===== src/shared/oob_pkg.sv =====
`default_nettype none
package oob_pkg;

  // ----------------------------------------------------------------
  // clock and timing
  // ----------------------------------------------------------------
  localparam int CLK_PERIOD_NS    = 100;
  localparam int BURST_NS         = 1600;
  localparam int GAP_INIT_NS      = 4800;
  localparam int GAP_WAKE_NS      = 1600;
  localparam int DET_WAKE_MIN_NS  = 1000;
  localparam int DET_WAKE_MAX_NS  = 2400;
  localparam int DET_INIT_MIN_NS  = 3500;
  localparam int DET_INIT_MAX_NS  = 5200;

  // least times round up, longest times round down
  localparam logic [7:0] BURST_CYC    = 8'((BURST_NS + CLK_PERIOD_NS - 1) / CLK_PERIOD_NS);
  localparam logic [7:0] GAP_INIT_CYC = 8'((GAP_INIT_NS + CLK_PERIOD_NS - 1) / CLK_PERIOD_NS);
  localparam logic [7:0] GAP_WAKE_CYC = 8'((GAP_WAKE_NS + CLK_PERIOD_NS - 1) / CLK_PERIOD_NS);
  localparam logic [7:0] WAKE_MIN_CYC = 8'((DET_WAKE_MIN_NS + CLK_PERIOD_NS - 1) / CLK_PERIOD_NS);
  localparam logic [7:0] WAKE_MAX_CYC = 8'(DET_WAKE_MAX_NS / CLK_PERIOD_NS);
  localparam logic [7:0] INIT_MIN_CYC = 8'((DET_INIT_MIN_NS + CLK_PERIOD_NS - 1) / CLK_PERIOD_NS);
  localparam logic [7:0] INIT_MAX_CYC = 8'(DET_INIT_MAX_NS / CLK_PERIOD_NS);
  localparam logic [7:0] GAP_SAT_CYC  = 8'hff;

  // ----------------------------------------------------------------
  // sequence counts
  // ----------------------------------------------------------------
  localparam logic [2:0] OOB_ITER     = 3'h6;
  localparam logic [2:0] DET_STREAK   = 3'h4;
  localparam logic [7:0] ALIGN_PERIOD = 8'hfe;
  localparam logic [1:0] ALIGN_PAIR   = 2'h2;
  localparam int         FIFO_DEPTH   = 32;

  // ----------------------------------------------------------------
  // line words
  // ----------------------------------------------------------------
  localparam logic [31:0] BURST_DWORD = 32'h78787878;
  localparam logic [3:0]  BURST_K     = 4'h0;
  localparam logic [31:0] ALIGN_DWORD = 32'h7b4a4abc;
  localparam logic [3:0]  ALIGN_K     = 4'h1;

  typedef struct packed {
    logic [3:0]  k;
    logic [31:0] d;
  } oob_word_t;

  typedef enum logic {OOB_KIND_WAKE, OOB_KIND_INIT} oob_kind_t;
  typedef enum logic {OOB_BIST_RETIMED, OOB_BIST_FAR_ANALOG} oob_bist_t;

endpackage : oob_pkg
`default_nettype wire


===== src/rtl/oob_fifo.sv =====
`timescale 1ns/1ps
`default_nettype none
module oob_fifo
  import oob_pkg::*;
#(
  parameter int W     = 36,
  parameter int DEPTH = 32
)
(
  // clock and reset
  input  wire logic         clk,
  input  wire logic         nrst,
  // fill side
  input  wire logic         in_valid,
  output logic              in_ready,
  input  wire logic [W-1:0] in_data,
  // drain side
  output logic              out_valid,
  input  wire logic         out_ready,
  output logic [W-1:0]      out_data
);
  localparam int AW = $clog2(DEPTH);

  logic [W-1:0] mem_reg [DEPTH];
  logic [AW:0]  wr_ptr_reg;
  logic [AW:0]  rd_ptr_reg;
  logic         push;
  logic         pop;

  assign in_ready  = (wr_ptr_reg - rd_ptr_reg) != (AW+1)'(DEPTH);
  assign out_valid = wr_ptr_reg != rd_ptr_reg;
  assign out_data  = mem_reg[rd_ptr_reg[AW-1:0]];
  assign push      = in_valid && in_ready;
  assign pop       = out_valid && out_ready;

  always_ff @(posedge clk)
  begin
    if (push)
      mem_reg[wr_ptr_reg[AW-1:0]] <= in_data;
  end

  always_ff @(posedge clk or negedge nrst)
  begin
    if (!nrst)
    begin
      wr_ptr_reg <= '0;
      rd_ptr_reg <= '0;
    end
    else
    begin
      if (push)
        wr_ptr_reg <= wr_ptr_reg + 1'b1;
      if (pop)
        rd_ptr_reg <= rd_ptr_reg + 1'b1;
    end
  end
endmodule : oob_fifo
`default_nettype wire


===== src/rtl/oob_phy_ctrl.sv =====
`timescale 1ns/1ps
`default_nettype none
module oob_phy_ctrl
  import oob_pkg::*;
#(
  parameter bit FAR_ANALOG_SUP  = 1'b1,
  parameter bit NEAR_ANALOG_SUP = 1'b1
)
(
  // clock and reset
  input  wire logic      clk,
  input  wire logic      nrst,
  // oob transmit request
  input  wire logic      tx_oob_valid,
  input  wire oob_kind_t tx_oob_kind,
  output logic           tx_oob_ready,
  // link layer transmit words
  input  wire logic      lnk_tx_valid,
  input  wire oob_word_t lnk_tx_word,
  output logic           lnk_tx_ready,
  // serializer
  output oob_word_t      ser_word,
  output logic           ser_valid,
  input  wire logic      ser_ready,
  output logic           ser_elec_idle,
  // receive envelope and data_recovery_circuit words
  input  wire logic      rx_squelch_active,
  input  wire logic      rx_word_valid,
  input  wire oob_word_t rx_word,
  output logic           rx_word_ready,
  // detected signals
  output logic           rx_wake_det,
  output logic           rx_init_det,
  // loopback control
  input  wire logic      bist_act_valid,
  input  wire oob_bist_t bist_act_mode,
  input  wire logic      near_loop_req,
  input  wire logic      partner_quiet,
  output logic           loop_retimed,
  output logic           loop_far_analog,
  output logic           loop_near_analog
);

  // ----------------------------------------------------------------
  // oob transmit sequencer
  // ----------------------------------------------------------------
  typedef enum logic [1:0] {TX_IDLE, TX_GAP, TX_BURST} oob_tx_st_t;

  oob_tx_st_t tx_st_reg;
  oob_kind_t  tx_kind_reg;
  logic [7:0] tx_cnt_reg;
  logic [2:0] tx_iter_reg;

  assign tx_oob_ready = tx_st_reg == TX_IDLE;

  always_ff @(posedge clk or negedge nrst)
  begin
    if (!nrst)
    begin
      tx_st_reg   <= TX_IDLE;
      tx_kind_reg <= OOB_KIND_WAKE;
      tx_cnt_reg  <= 8'h00;
      tx_iter_reg <= 3'h0;
    end
    else
    begin
      unique case (tx_st_reg)
        TX_IDLE:
          if (tx_oob_valid)
          begin
            tx_st_reg   <= TX_GAP;
            tx_kind_reg <= tx_oob_kind;
            tx_iter_reg <= 3'h0;
            tx_cnt_reg  <= (tx_oob_kind == OOB_KIND_INIT) ? GAP_INIT_CYC : GAP_WAKE_CYC;
          end
        TX_GAP:
          if (tx_cnt_reg <= 8'h01)
          begin
            tx_st_reg  <= TX_BURST;
            tx_cnt_reg <= BURST_CYC;
          end
          else
            tx_cnt_reg <= tx_cnt_reg - 8'h01;
        TX_BURST:
          if (tx_cnt_reg > 8'h01)
            tx_cnt_reg <= tx_cnt_reg - 8'h01;
          else if (tx_iter_reg == OOB_ITER - 3'h1)
            tx_st_reg <= TX_IDLE;
          else
          begin
            tx_st_reg   <= TX_GAP;
            tx_iter_reg <= tx_iter_reg + 3'h1;
            tx_cnt_reg  <= (tx_kind_reg == OOB_KIND_INIT) ? GAP_INIT_CYC : GAP_WAKE_CYC;
          end
      endcase
    end
  end

  // ----------------------------------------------------------------
  // gap detector
  // ----------------------------------------------------------------
  logic       sq_q_reg;
  logic       seen_burst_reg;
  logic [7:0] gap_cnt_reg;
  logic [2:0] streak_reg;
  oob_kind_t  streak_kind_reg;
  logic       burst_start;
  logic       gap_wake_ok;
  logic       gap_init_ok;
  logic       gap_ok;
  oob_kind_t  gap_kind;

  assign burst_start = rx_squelch_active && !sq_q_reg;
  // shall and may windows are both accepted; everything outside is shall-not
  assign gap_wake_ok = gap_cnt_reg >= WAKE_MIN_CYC && gap_cnt_reg <= WAKE_MAX_CYC;
  assign gap_init_ok = gap_cnt_reg >= INIT_MIN_CYC && gap_cnt_reg <= INIT_MAX_CYC;
  assign gap_ok      = seen_burst_reg && (gap_wake_ok || gap_init_ok);
  assign gap_kind    = gap_init_ok ? OOB_KIND_INIT : OOB_KIND_WAKE;

  always_ff @(posedge clk or negedge nrst)
  begin
    if (!nrst)
    begin
      sq_q_reg       <= 1'b0;
      seen_burst_reg <= 1'b0;
      gap_cnt_reg    <= 8'h00;
    end
    else
    begin
      sq_q_reg <= rx_squelch_active;
      if (rx_squelch_active)
      begin
        gap_cnt_reg    <= 8'h00;
        seen_burst_reg <= 1'b1;
      end
      else if (gap_cnt_reg != GAP_SAT_CYC)
        gap_cnt_reg <= gap_cnt_reg + 8'h01;
    end
  end

  always_ff @(posedge clk or negedge nrst)
  begin
    if (!nrst)
    begin
      streak_reg      <= 3'h0;
      streak_kind_reg <= OOB_KIND_WAKE;
      rx_wake_det     <= 1'b0;
      rx_init_det     <= 1'b0;
    end
    else
    begin
      rx_wake_det <= 1'b0;
      rx_init_det <= 1'b0;
      if (burst_start)
      begin
        if (!gap_ok)
          streak_reg <= 3'h0;
        else if (streak_reg != 3'h0 && gap_kind != streak_kind_reg)
        begin
          streak_reg      <= 3'h1;
          streak_kind_reg <= gap_kind;
        end
        else if (streak_reg == DET_STREAK - 3'h1)
        begin
          streak_reg  <= 3'h0;
          rx_wake_det <= gap_kind == OOB_KIND_WAKE;
          rx_init_det <= gap_kind == OOB_KIND_INIT;
        end
        else
        begin
          streak_reg      <= streak_reg + 3'h1;
          streak_kind_reg <= gap_kind;
        end
      end
      else if (!rx_squelch_active && gap_cnt_reg == GAP_SAT_CYC)
        streak_reg <= 3'h0;
    end
  end

  // ----------------------------------------------------------------
  // loopback mode
  // ----------------------------------------------------------------
  typedef enum logic [1:0] {LB_OFF, LB_RETIMED, LB_FAR_ANALOG, LB_NEAR_ANALOG} oob_lb_st_t;

  oob_lb_st_t lb_st_reg;

  assign loop_retimed     = lb_st_reg == LB_RETIMED;
  assign loop_far_analog  = lb_st_reg == LB_FAR_ANALOG;
  assign loop_near_analog = lb_st_reg == LB_NEAR_ANALOG;

  always_ff @(posedge clk or negedge nrst)
  begin
    if (!nrst)
      lb_st_reg <= LB_OFF;
    else
    begin
      unique case (lb_st_reg)
        LB_OFF:
          if (bist_act_valid && bist_act_mode == OOB_BIST_RETIMED)
            lb_st_reg <= LB_RETIMED;
          else if (bist_act_valid && FAR_ANALOG_SUP)
            lb_st_reg <= LB_FAR_ANALOG;
          else if (NEAR_ANALOG_SUP && near_loop_req && partner_quiet)
            lb_st_reg <= LB_NEAR_ANALOG;
        LB_RETIMED:
          if (rx_init_det)
            lb_st_reg <= LB_OFF;
        LB_FAR_ANALOG:
          if (rx_init_det)
            lb_st_reg <= LB_OFF;
        LB_NEAR_ANALOG:
          // leave at once if the partner starts talking
          if (rx_init_det || !near_loop_req || !partner_quiet)
            lb_st_reg <= LB_OFF;
      endcase
    end
  end

  // ----------------------------------------------------------------
  // retimed loop buffer
  // ----------------------------------------------------------------
  logic      rx_is_align;
  logic      fifo_in_valid;
  logic      fifo_in_ready;
  logic      fifo_out_valid;
  logic      fifo_out_ready;
  oob_word_t fifo_out_word;

  // incoming ALIGNs are dropped; the transmit side makes its own
  assign rx_is_align   = rx_word.k == ALIGN_K && rx_word.d == ALIGN_DWORD;
  assign fifo_in_valid = loop_retimed && rx_word_valid && !rx_is_align;
  assign rx_word_ready = loop_retimed ? fifo_in_ready : 1'b1;

  // words pass untouched as dwords; the encoder picks its own disparity
  oob_fifo #(
    .W     ($bits(oob_word_t)),
    .DEPTH (FIFO_DEPTH)
  ) u_loop_fifo (
    .clk       (clk),
    .nrst      (nrst),
    .in_valid  (fifo_in_valid),
    .in_ready  (fifo_in_ready),
    .in_data   (rx_word),
    .out_valid (fifo_out_valid),
    .out_ready (fifo_out_ready),
    .out_data  (fifo_out_word)
  );

  // ----------------------------------------------------------------
  // serializer word select
  // ----------------------------------------------------------------
  logic       ser_load;
  logic       nxt_valid;
  oob_word_t  nxt_word;
  logic [7:0] align_cnt_reg;
  logic [1:0] align_pend_reg;
  logic       send_fifo;

  assign ser_load       = !ser_valid || ser_ready;
  assign send_fifo      = loop_retimed && tx_st_reg == TX_IDLE && align_pend_reg == 2'h0
                          && fifo_out_valid;
  assign fifo_out_ready = send_fifo && ser_load;
  assign lnk_tx_ready   = tx_st_reg == TX_IDLE && lb_st_reg == LB_OFF && ser_load;

  always_comb
  begin
    nxt_valid = 1'b0;
    nxt_word  = '{k: ALIGN_K, d: ALIGN_DWORD};
    if (tx_st_reg == TX_BURST)
    begin
      nxt_valid = 1'b1;
      nxt_word  = '{k: BURST_K, d: BURST_DWORD};
    end
    else if (tx_st_reg == TX_GAP)
      nxt_valid = 1'b0;
    else if (loop_retimed)
    begin
      nxt_valid = 1'b1;
      if (send_fifo)
        nxt_word = fifo_out_word;
    end
    else if (lb_st_reg == LB_OFF)
    begin
      nxt_valid = lnk_tx_valid;
      nxt_word  = lnk_tx_word;
    end
  end

  always_ff @(posedge clk or negedge nrst)
  begin
    if (!nrst)
    begin
      align_cnt_reg  <= 8'h00;
      align_pend_reg <= 2'h0;
    end
    else if (ser_load && loop_retimed && tx_st_reg == TX_IDLE)
    begin
      if (align_pend_reg != 2'h0)
        align_pend_reg <= align_pend_reg - 2'h1;
      else if (align_cnt_reg == ALIGN_PERIOD)
      begin
        align_cnt_reg  <= 8'h00;
        align_pend_reg <= ALIGN_PAIR;
      end
      else
        align_cnt_reg <= align_cnt_reg + 8'h01;
    end
  end

  always_ff @(posedge clk or negedge nrst)
  begin
    if (!nrst)
    begin
      ser_valid     <= 1'b0;
      ser_word      <= '0;
      ser_elec_idle <= 1'b1;
    end
    else
    begin
      ser_elec_idle <= tx_st_reg == TX_GAP;
      if (ser_load)
      begin
        ser_valid <= nxt_valid;
        ser_word  <= nxt_word;
      end
    end
  end

endmodule : oob_phy_ctrl
`default_nettype wire


===== config.mk =====
export PLATFORM = sky130hd
export DESIGN_NAME = oob_phy_ctrl
export DESIGN_NICKNAME = d
export VERILOG_FILES = /design/src/shared/oob_pkg.sv /design/src/rtl/oob_fifo.sv /design/src/rtl/oob_phy_ctrl.sv
export SDC_FILE = /design/constraint.sdc
export NUM_CORES = 1
export LEC_CHECK = 0
export ABC_AREA = 0
export BUFFER_PORTS_ARGS = -buffer_cell sky130_fd_sc_hd__buf_2
export CORE_MARGIN = 3
export CORE_UTILIZATION = 52
export DETAILED_ROUTE_END_ITERATION = 16
export PLACE_DENSITY = 0.79
export SYNTH_ARGS = -nofsm -noshare
export SYNTH_HDL_FRONTEND = slang
export SYNTH_SLANG_ARGS = --single-unit

===== constraint.sdc =====
create_clock -name clk -period 6.4 [get_ports clk]
set_input_delay 1.28 -clock clk [delete_from_list [all_inputs] [get_ports clk]]
set_output_delay 1.28 -clock clk [all_outputs]
set_load 0.05 [all_outputs]

Word-level counts from Yosys, hierarchy flattened
Memories as Yosys holds them, arrays and structs flattened.
Cells that the tools add are included.
- add/subtract/negate cells: 9
- $mul: 0
- divide/modulo/power cells: 0
- magnitude comparators: 6
- equality and inequality tests: 24
- shifts and indexed selects: 0
- multiplexer cells: 55
- bitwise operators: 3
- reductions and logical operators: 49
- operator list (cell ; count):
    2-to-1 mux 36 bit ; 5
    2-to-1 mux 8 bit ; 7
    == test 32 x 31 -> 1 bit (second input constant) ; 1
    2-to-1 mux 3 bit ; 8
    case mux 8 bit (3 select lines) ; 1
    logical AND 1 bit ; 21
    2-to-1 mux 2 bit ; 10
    2-to-1 mux 1 bit ; 19
    adder 8 x 1 -> 8 bit (second input constant) ; 2
    == test 8 bit (second input constant) ; 2
    adder 6 x 1 -> 6 bit (second input constant) ; 2
    2-to-1 mux 6 bit ; 2
    case mux 2 bit (3 select lines) ; 2
    inequality test 2 bit (second input constant) ; 5
    nonzero test 2 bit ; 5
    AND reduction 3 bit ; 3
    greater-or-equal comparator 8 x 4 -> 1 bit (second input constant) ; 1
    greater-or-equal comparator 8 x 6 -> 1 bit (second input constant) ; 1
    greater-than comparator 8 x 1 -> 1 bit (second input constant) ; 1
    less-or-equal comparator 8 x 1 -> 1 bit (second input constant) ; 1
    less-or-equal comparator 8 x 5 -> 1 bit (second input constant) ; 1
    less-or-equal comparator 8 x 6 -> 1 bit (second input constant) ; 1
    inequality test 8 bit (second input constant) ; 1
    AND reduction 2 bit ; 4
    23 further kinds ; 40
- register bits: 92
- latch bits: 0
- memory bits (writable): 1152
- memory bits (read-only): 0
- bits of input ports: 84
- output and inout port bits: 46
- logic and storage cells: 167
- memories: 1
- memories (name ; words ; width ; rd ports ; clocked after memory_dff ; write ports ; line ; text):
    u_loop_fifo.mem_reg ; 32 ; 36 ; 1 ; 0 ; 1 ; oob_fifo.sv:24 ; logic [W-1:0] mem_reg [DEPTH];

Longest topological paths before layout
- word-level depth: 8
- gate-level depth with buffers: 12
- gate-level depth less buffers: 8

Hierarchy
A second synthesis with hierarchy kept.
- cells, all modules: 2310
- area total of the unflattened synthesis: 48958.2 µm²
- modules (own cells, without submodules) (module ; instances ; cells an instance ; area each (µm²) ; seq. area each (µm²)):
    oob_fifo ; 1 ; 1836 ; 44576.5 ; 34893.5
    oob_phy_ctrl ; 1 ; 474 ; 4381.7 ; 2003.2

Worst setup path after synthesis
OpenSTA, ideal clock, no wires.
- path type: register to register
- start: register u_loop_fifo.rd_ptr_reg[1]
- end: memory u_loop_fifo.mem_reg[14][0] (enable)
- library setup time: 429 ps
- arrival: 4392 ps
- required time: 5971 ps
- slack: 1579 ps
- stages on the path, launching flop included: 12
- path buffers: 3
- clock period less this slack: 4821 ps
- cells stage by stage: dfrtp_1 -> buf_2 -> buf_2 -> inv_1 -> buf_1 -> ha_1 -> nor2b_1 -> o211a_1 -> o311a_1 -> o221ai_2 -> nand3_1 -> nor2_1
- cells in the longest elaborated chain, start to end: 5
- ends and longest elaborated chain (what ; line ; text):
    start: declaration ; oob_fifo.sv:26 ; logic [AW:0] rd_ptr_reg;
    start signal: assignment ; oob_fifo.sv:54 ; rd_ptr_reg <= rd_ptr_reg + 1'b1;
    subtractor 6 bit ; oob_fifo.sv:30 ; assign in_ready = (wr_ptr_reg - rd_ptr_reg) != (AW+1)'(DEPTH);
    inequality test 6 bit ; oob_fifo.sv:30 ;
    logical AND 1 bit ; oob_fifo.sv:33 ; assign push = in_valid && in_ready;
    2-to-1 mux 1 bit ; oob_fifo.sv:38 ; if (push)
    2-to-1 mux 1 bit (implied by the code) ; oob_fifo.sv:39 ; mem_reg[wr_ptr_reg[AW-1:0]] <= in_data;
    end: declaration ; oob_fifo.sv:24 ;
No other way between the ends.

Worst setup path in the final report
- start: register u_loop_fifo.rd_ptr_reg[3]
- end: memory u_loop_fifo.mem_reg[26][6] (enable)
The elaborated chain is that of the path after synthesis.

==> impl_metrics.yaml <==
grt:
  grt_pass1_vias: 26577
  grt_usage: 0.260
  gr-total-overflow: 0
  grt_max_degree: 149
  grt_pass1_wl_mm: 185
  antenna_found_initial: 2
synth:
  synthSimpleGateAreaFrac: 0.0375
  synth-edff-count: 1152
  synth_top_family_by_area: "multiplexers"
  yosysSeqAreaShare: 0.760
  synth-adder-area-share: 0.00773
  synth_area_mm2: 0.0485
  muxShareOfSynthArea: 0.143
  ys_types: 66
  synth-compound-area-share: 0.0335
  synth_seq_cells: 1244
  ys.flop_type: "edfxtp_1"
  yosysWarnings: 0
  synth_nets: 2511
  netlist_instances: 2397
  synth_area_per_cell_um2: 20.3
  synth-xor-area-share: 0.00307
  synthArstFlopShare: 0.0740
worst_setup_path:
  rr_startpoint: "u_loop_fifo.rd_ptr_reg[3]"
  cp-end-kind: "register"
  startpoint: "u_loop_fifo.rd_ptr_reg[3]"
  path_cells: "inv_1 -> ha_1 -> o211a_1 -> o311a_1 -> o221ai_2 -> nand3_1 -> nor2_4 -> buf_4"
  path_max_fanout: 20
  crit_type: "reg2reg"
  worstPathArrival_ns: 5.59
  crit_required_ns: 6.78
  timing.critical_path.buf_inv: 2
  crit_family: "simple AND/OR/NAND/NOR gates"
  cp_slowest_cell: "nor2_4"
  max_stage_delay_ns: 1.11
  cp-start-kind: "register"
clock_network:
  cts_sinks: 1244
  root_buffer: "clkbuf_16"
  clockBufferDepth: 3
  numCtsBuffers: 116
  tritoncts: "built"
  cts.htree.levels: 3
  post-cts-setup-buffer-count: 0
  clk_pin_slew_worst_paths_ns: 0.07
  clk_latency_ns: 0.71
  postCtsHoldBufs: 0
  cts_resized: 0
floorplanning:
  pin_count: 130
  coreArea_mm2: 0.0921
  die_y_um: 312
  rows: 111
  die_x_um: 312
  start_util: 0.527
  die_area_mm2: 0.0971
detailed_routing:
  vias: 25949
  vias_per_cell: 6.60
  drt_iter0_drc: 3779
  wire_per_inst_um: 31.9
  totalWireLength_mm: 125
  first_pass_iters: 6
  ant_nets: 0
  drcViolationCount: 0
final_layout:
  area_growth_syn_to_layout_pct: 12.9
  layout-drive-gt1-share: 0.269
  final_common_cell: "edfxtp_1"
  largest_register_ffs: 1152
  fin_nets: 2708
  finalNonFillerCells: 3933
  layout_common_cells: "1,152 x edfxtp_1, 294 x mux4_2, 128 x buf_2"
  fillers: 6149
sta:
  rsz0062_at_grt: "false"
  setup_violations: 0
  period_share: 0.815
  setup_tns_ns: 0
  slew_headroom: 0.184
  fmax_mhz: 192
  tightest_slew_ns: 1.22
  finalHoldViolCount: 0
  final-max-slew-violation-count: 0
  period_minus_slack_ns: 5.21
  fin_ws_ns: 1.19
  fin_skew_ns: 0.0363
run_status:
  outcome: "finished clean"
min_path:
  hp-start: "seen_burst_reg"
  hold_path.class: "reg2reg"
place:
  place_ws_ns: 1.26
  dpl.hpwl_mm: 71.6
  dp.cells: 3719
  gp_congestion: 0.888
  port_buffers: 129
power_and_ir_drop:
  power_mw: 21.9
  ir_drop_uv: 298
  cellLeakagePower_nw: 17.8
  powerDensity_mw_per_mm2: 400
run:
  max_cap_violations: 0
final cells by class:
class	count	area [µm²]	share of cell area
diodes	1	2.50	0.0000456
clock buffers	133	2980	0.0543
clock inverters	80	848	0.0155
inverters	34	128	0.00233
multi-input cells	998	11200	0.204
flip-flops and latches	1244	36900	0.673
well taps	1243	1560	0.0284
repair buffers	200	1230	0.0225
power breakdown:
part	leakage, nW	internal, mW	switching, mW
clock network	1.87	3.95	3.03
registers	11.5	9.17	0.214
logic	4.49	2.31	3.27
per-layer routing:
| layer | global-route usage | share of wire | vias to the layer above |
|---|---|---|---|
| met5 | 0 | 0.00010 | - |
| met4 | 0.102 | 0.039 | 2 |
| met3 | 0.0679 | 0.12 | 312 |
| met2 | 0.415 | 0.49 | 1916 |
| met1 | 0.345 | 0.36 | 13414 |
| li1 | - | - | 10305 |
cells in the mapped netlist (24+ instances only):
master / number / share of area
a21oi_1: 42 / 0.0043
buf_4: 25 / 0.0039
clkbuf_1: 53 / 0.0041
dfrtp_1: 91 / 0.047
edfxtp_1: 1152 / 0.71
ha_1: 30 / 0.0077
inv_1: 34 / 0.0026
mux2i_1: 24 / 0.0049
mux4_2: 294 / 0.14
nand2_1: 126 / 0.0097
nand3_1: 37 / 0.0038
nor2_1: 100 / 0.0077
nor3_1: 26 / 0.0027
o21ai_0: 36 / 0.0037
o22ai_1: 82 / 0.011
cell families (layout without fill, tap and decap cells):
family                   count (synthesis)  in the layout
flip-flops                            1244           1244
AND/OR/NAND/NOR                        377            377
multiplexers                           326            326
AO/OA/AOI/OAI                          248            248
buffers and inverters                  155            447
adder cells (fa/ha/maj)                 30             30
XOR/XNOR                                17             17
other                                    0              1
path summary, 6_finish.rpt:
kind	end	slack, ns	cells past startpoint
setup reg to reg	u_loop_fifo.mem_reg[26][6]	1.19	8
min in group asynchronous	ser_word[13]	0.60	1
hold / removal	seen_burst_reg	0.49	1
max in group asynchronous	u_loop_fifo.rd_ptr_reg[1]	4.43	2
hold reg to reg	seen_burst_reg	0.49	1
setup / recovery	u_loop_fifo.mem_reg[26][6]	1.19	8
metrics by stage:
| step | instance area (µm²) | util | hold WS [ns] |
|---|---|---|---|
| 2_1_floorplan | 48500 | - | 0.437 |
| 3_3_place_gp | 51000 | 0.554 | 0.456 |
| 3_5_place_dp | 51000 | 0.554 | 0.480 |
| 4_1_cts | 54800 | 0.595 | 0.492 |
| 5_1_grt | 54800 | 0.595 | 0.505 |
| 6_report | 54800 | 0.595 | 0.490 |
No activity file was read; power rests on OpenSTA's default activity.
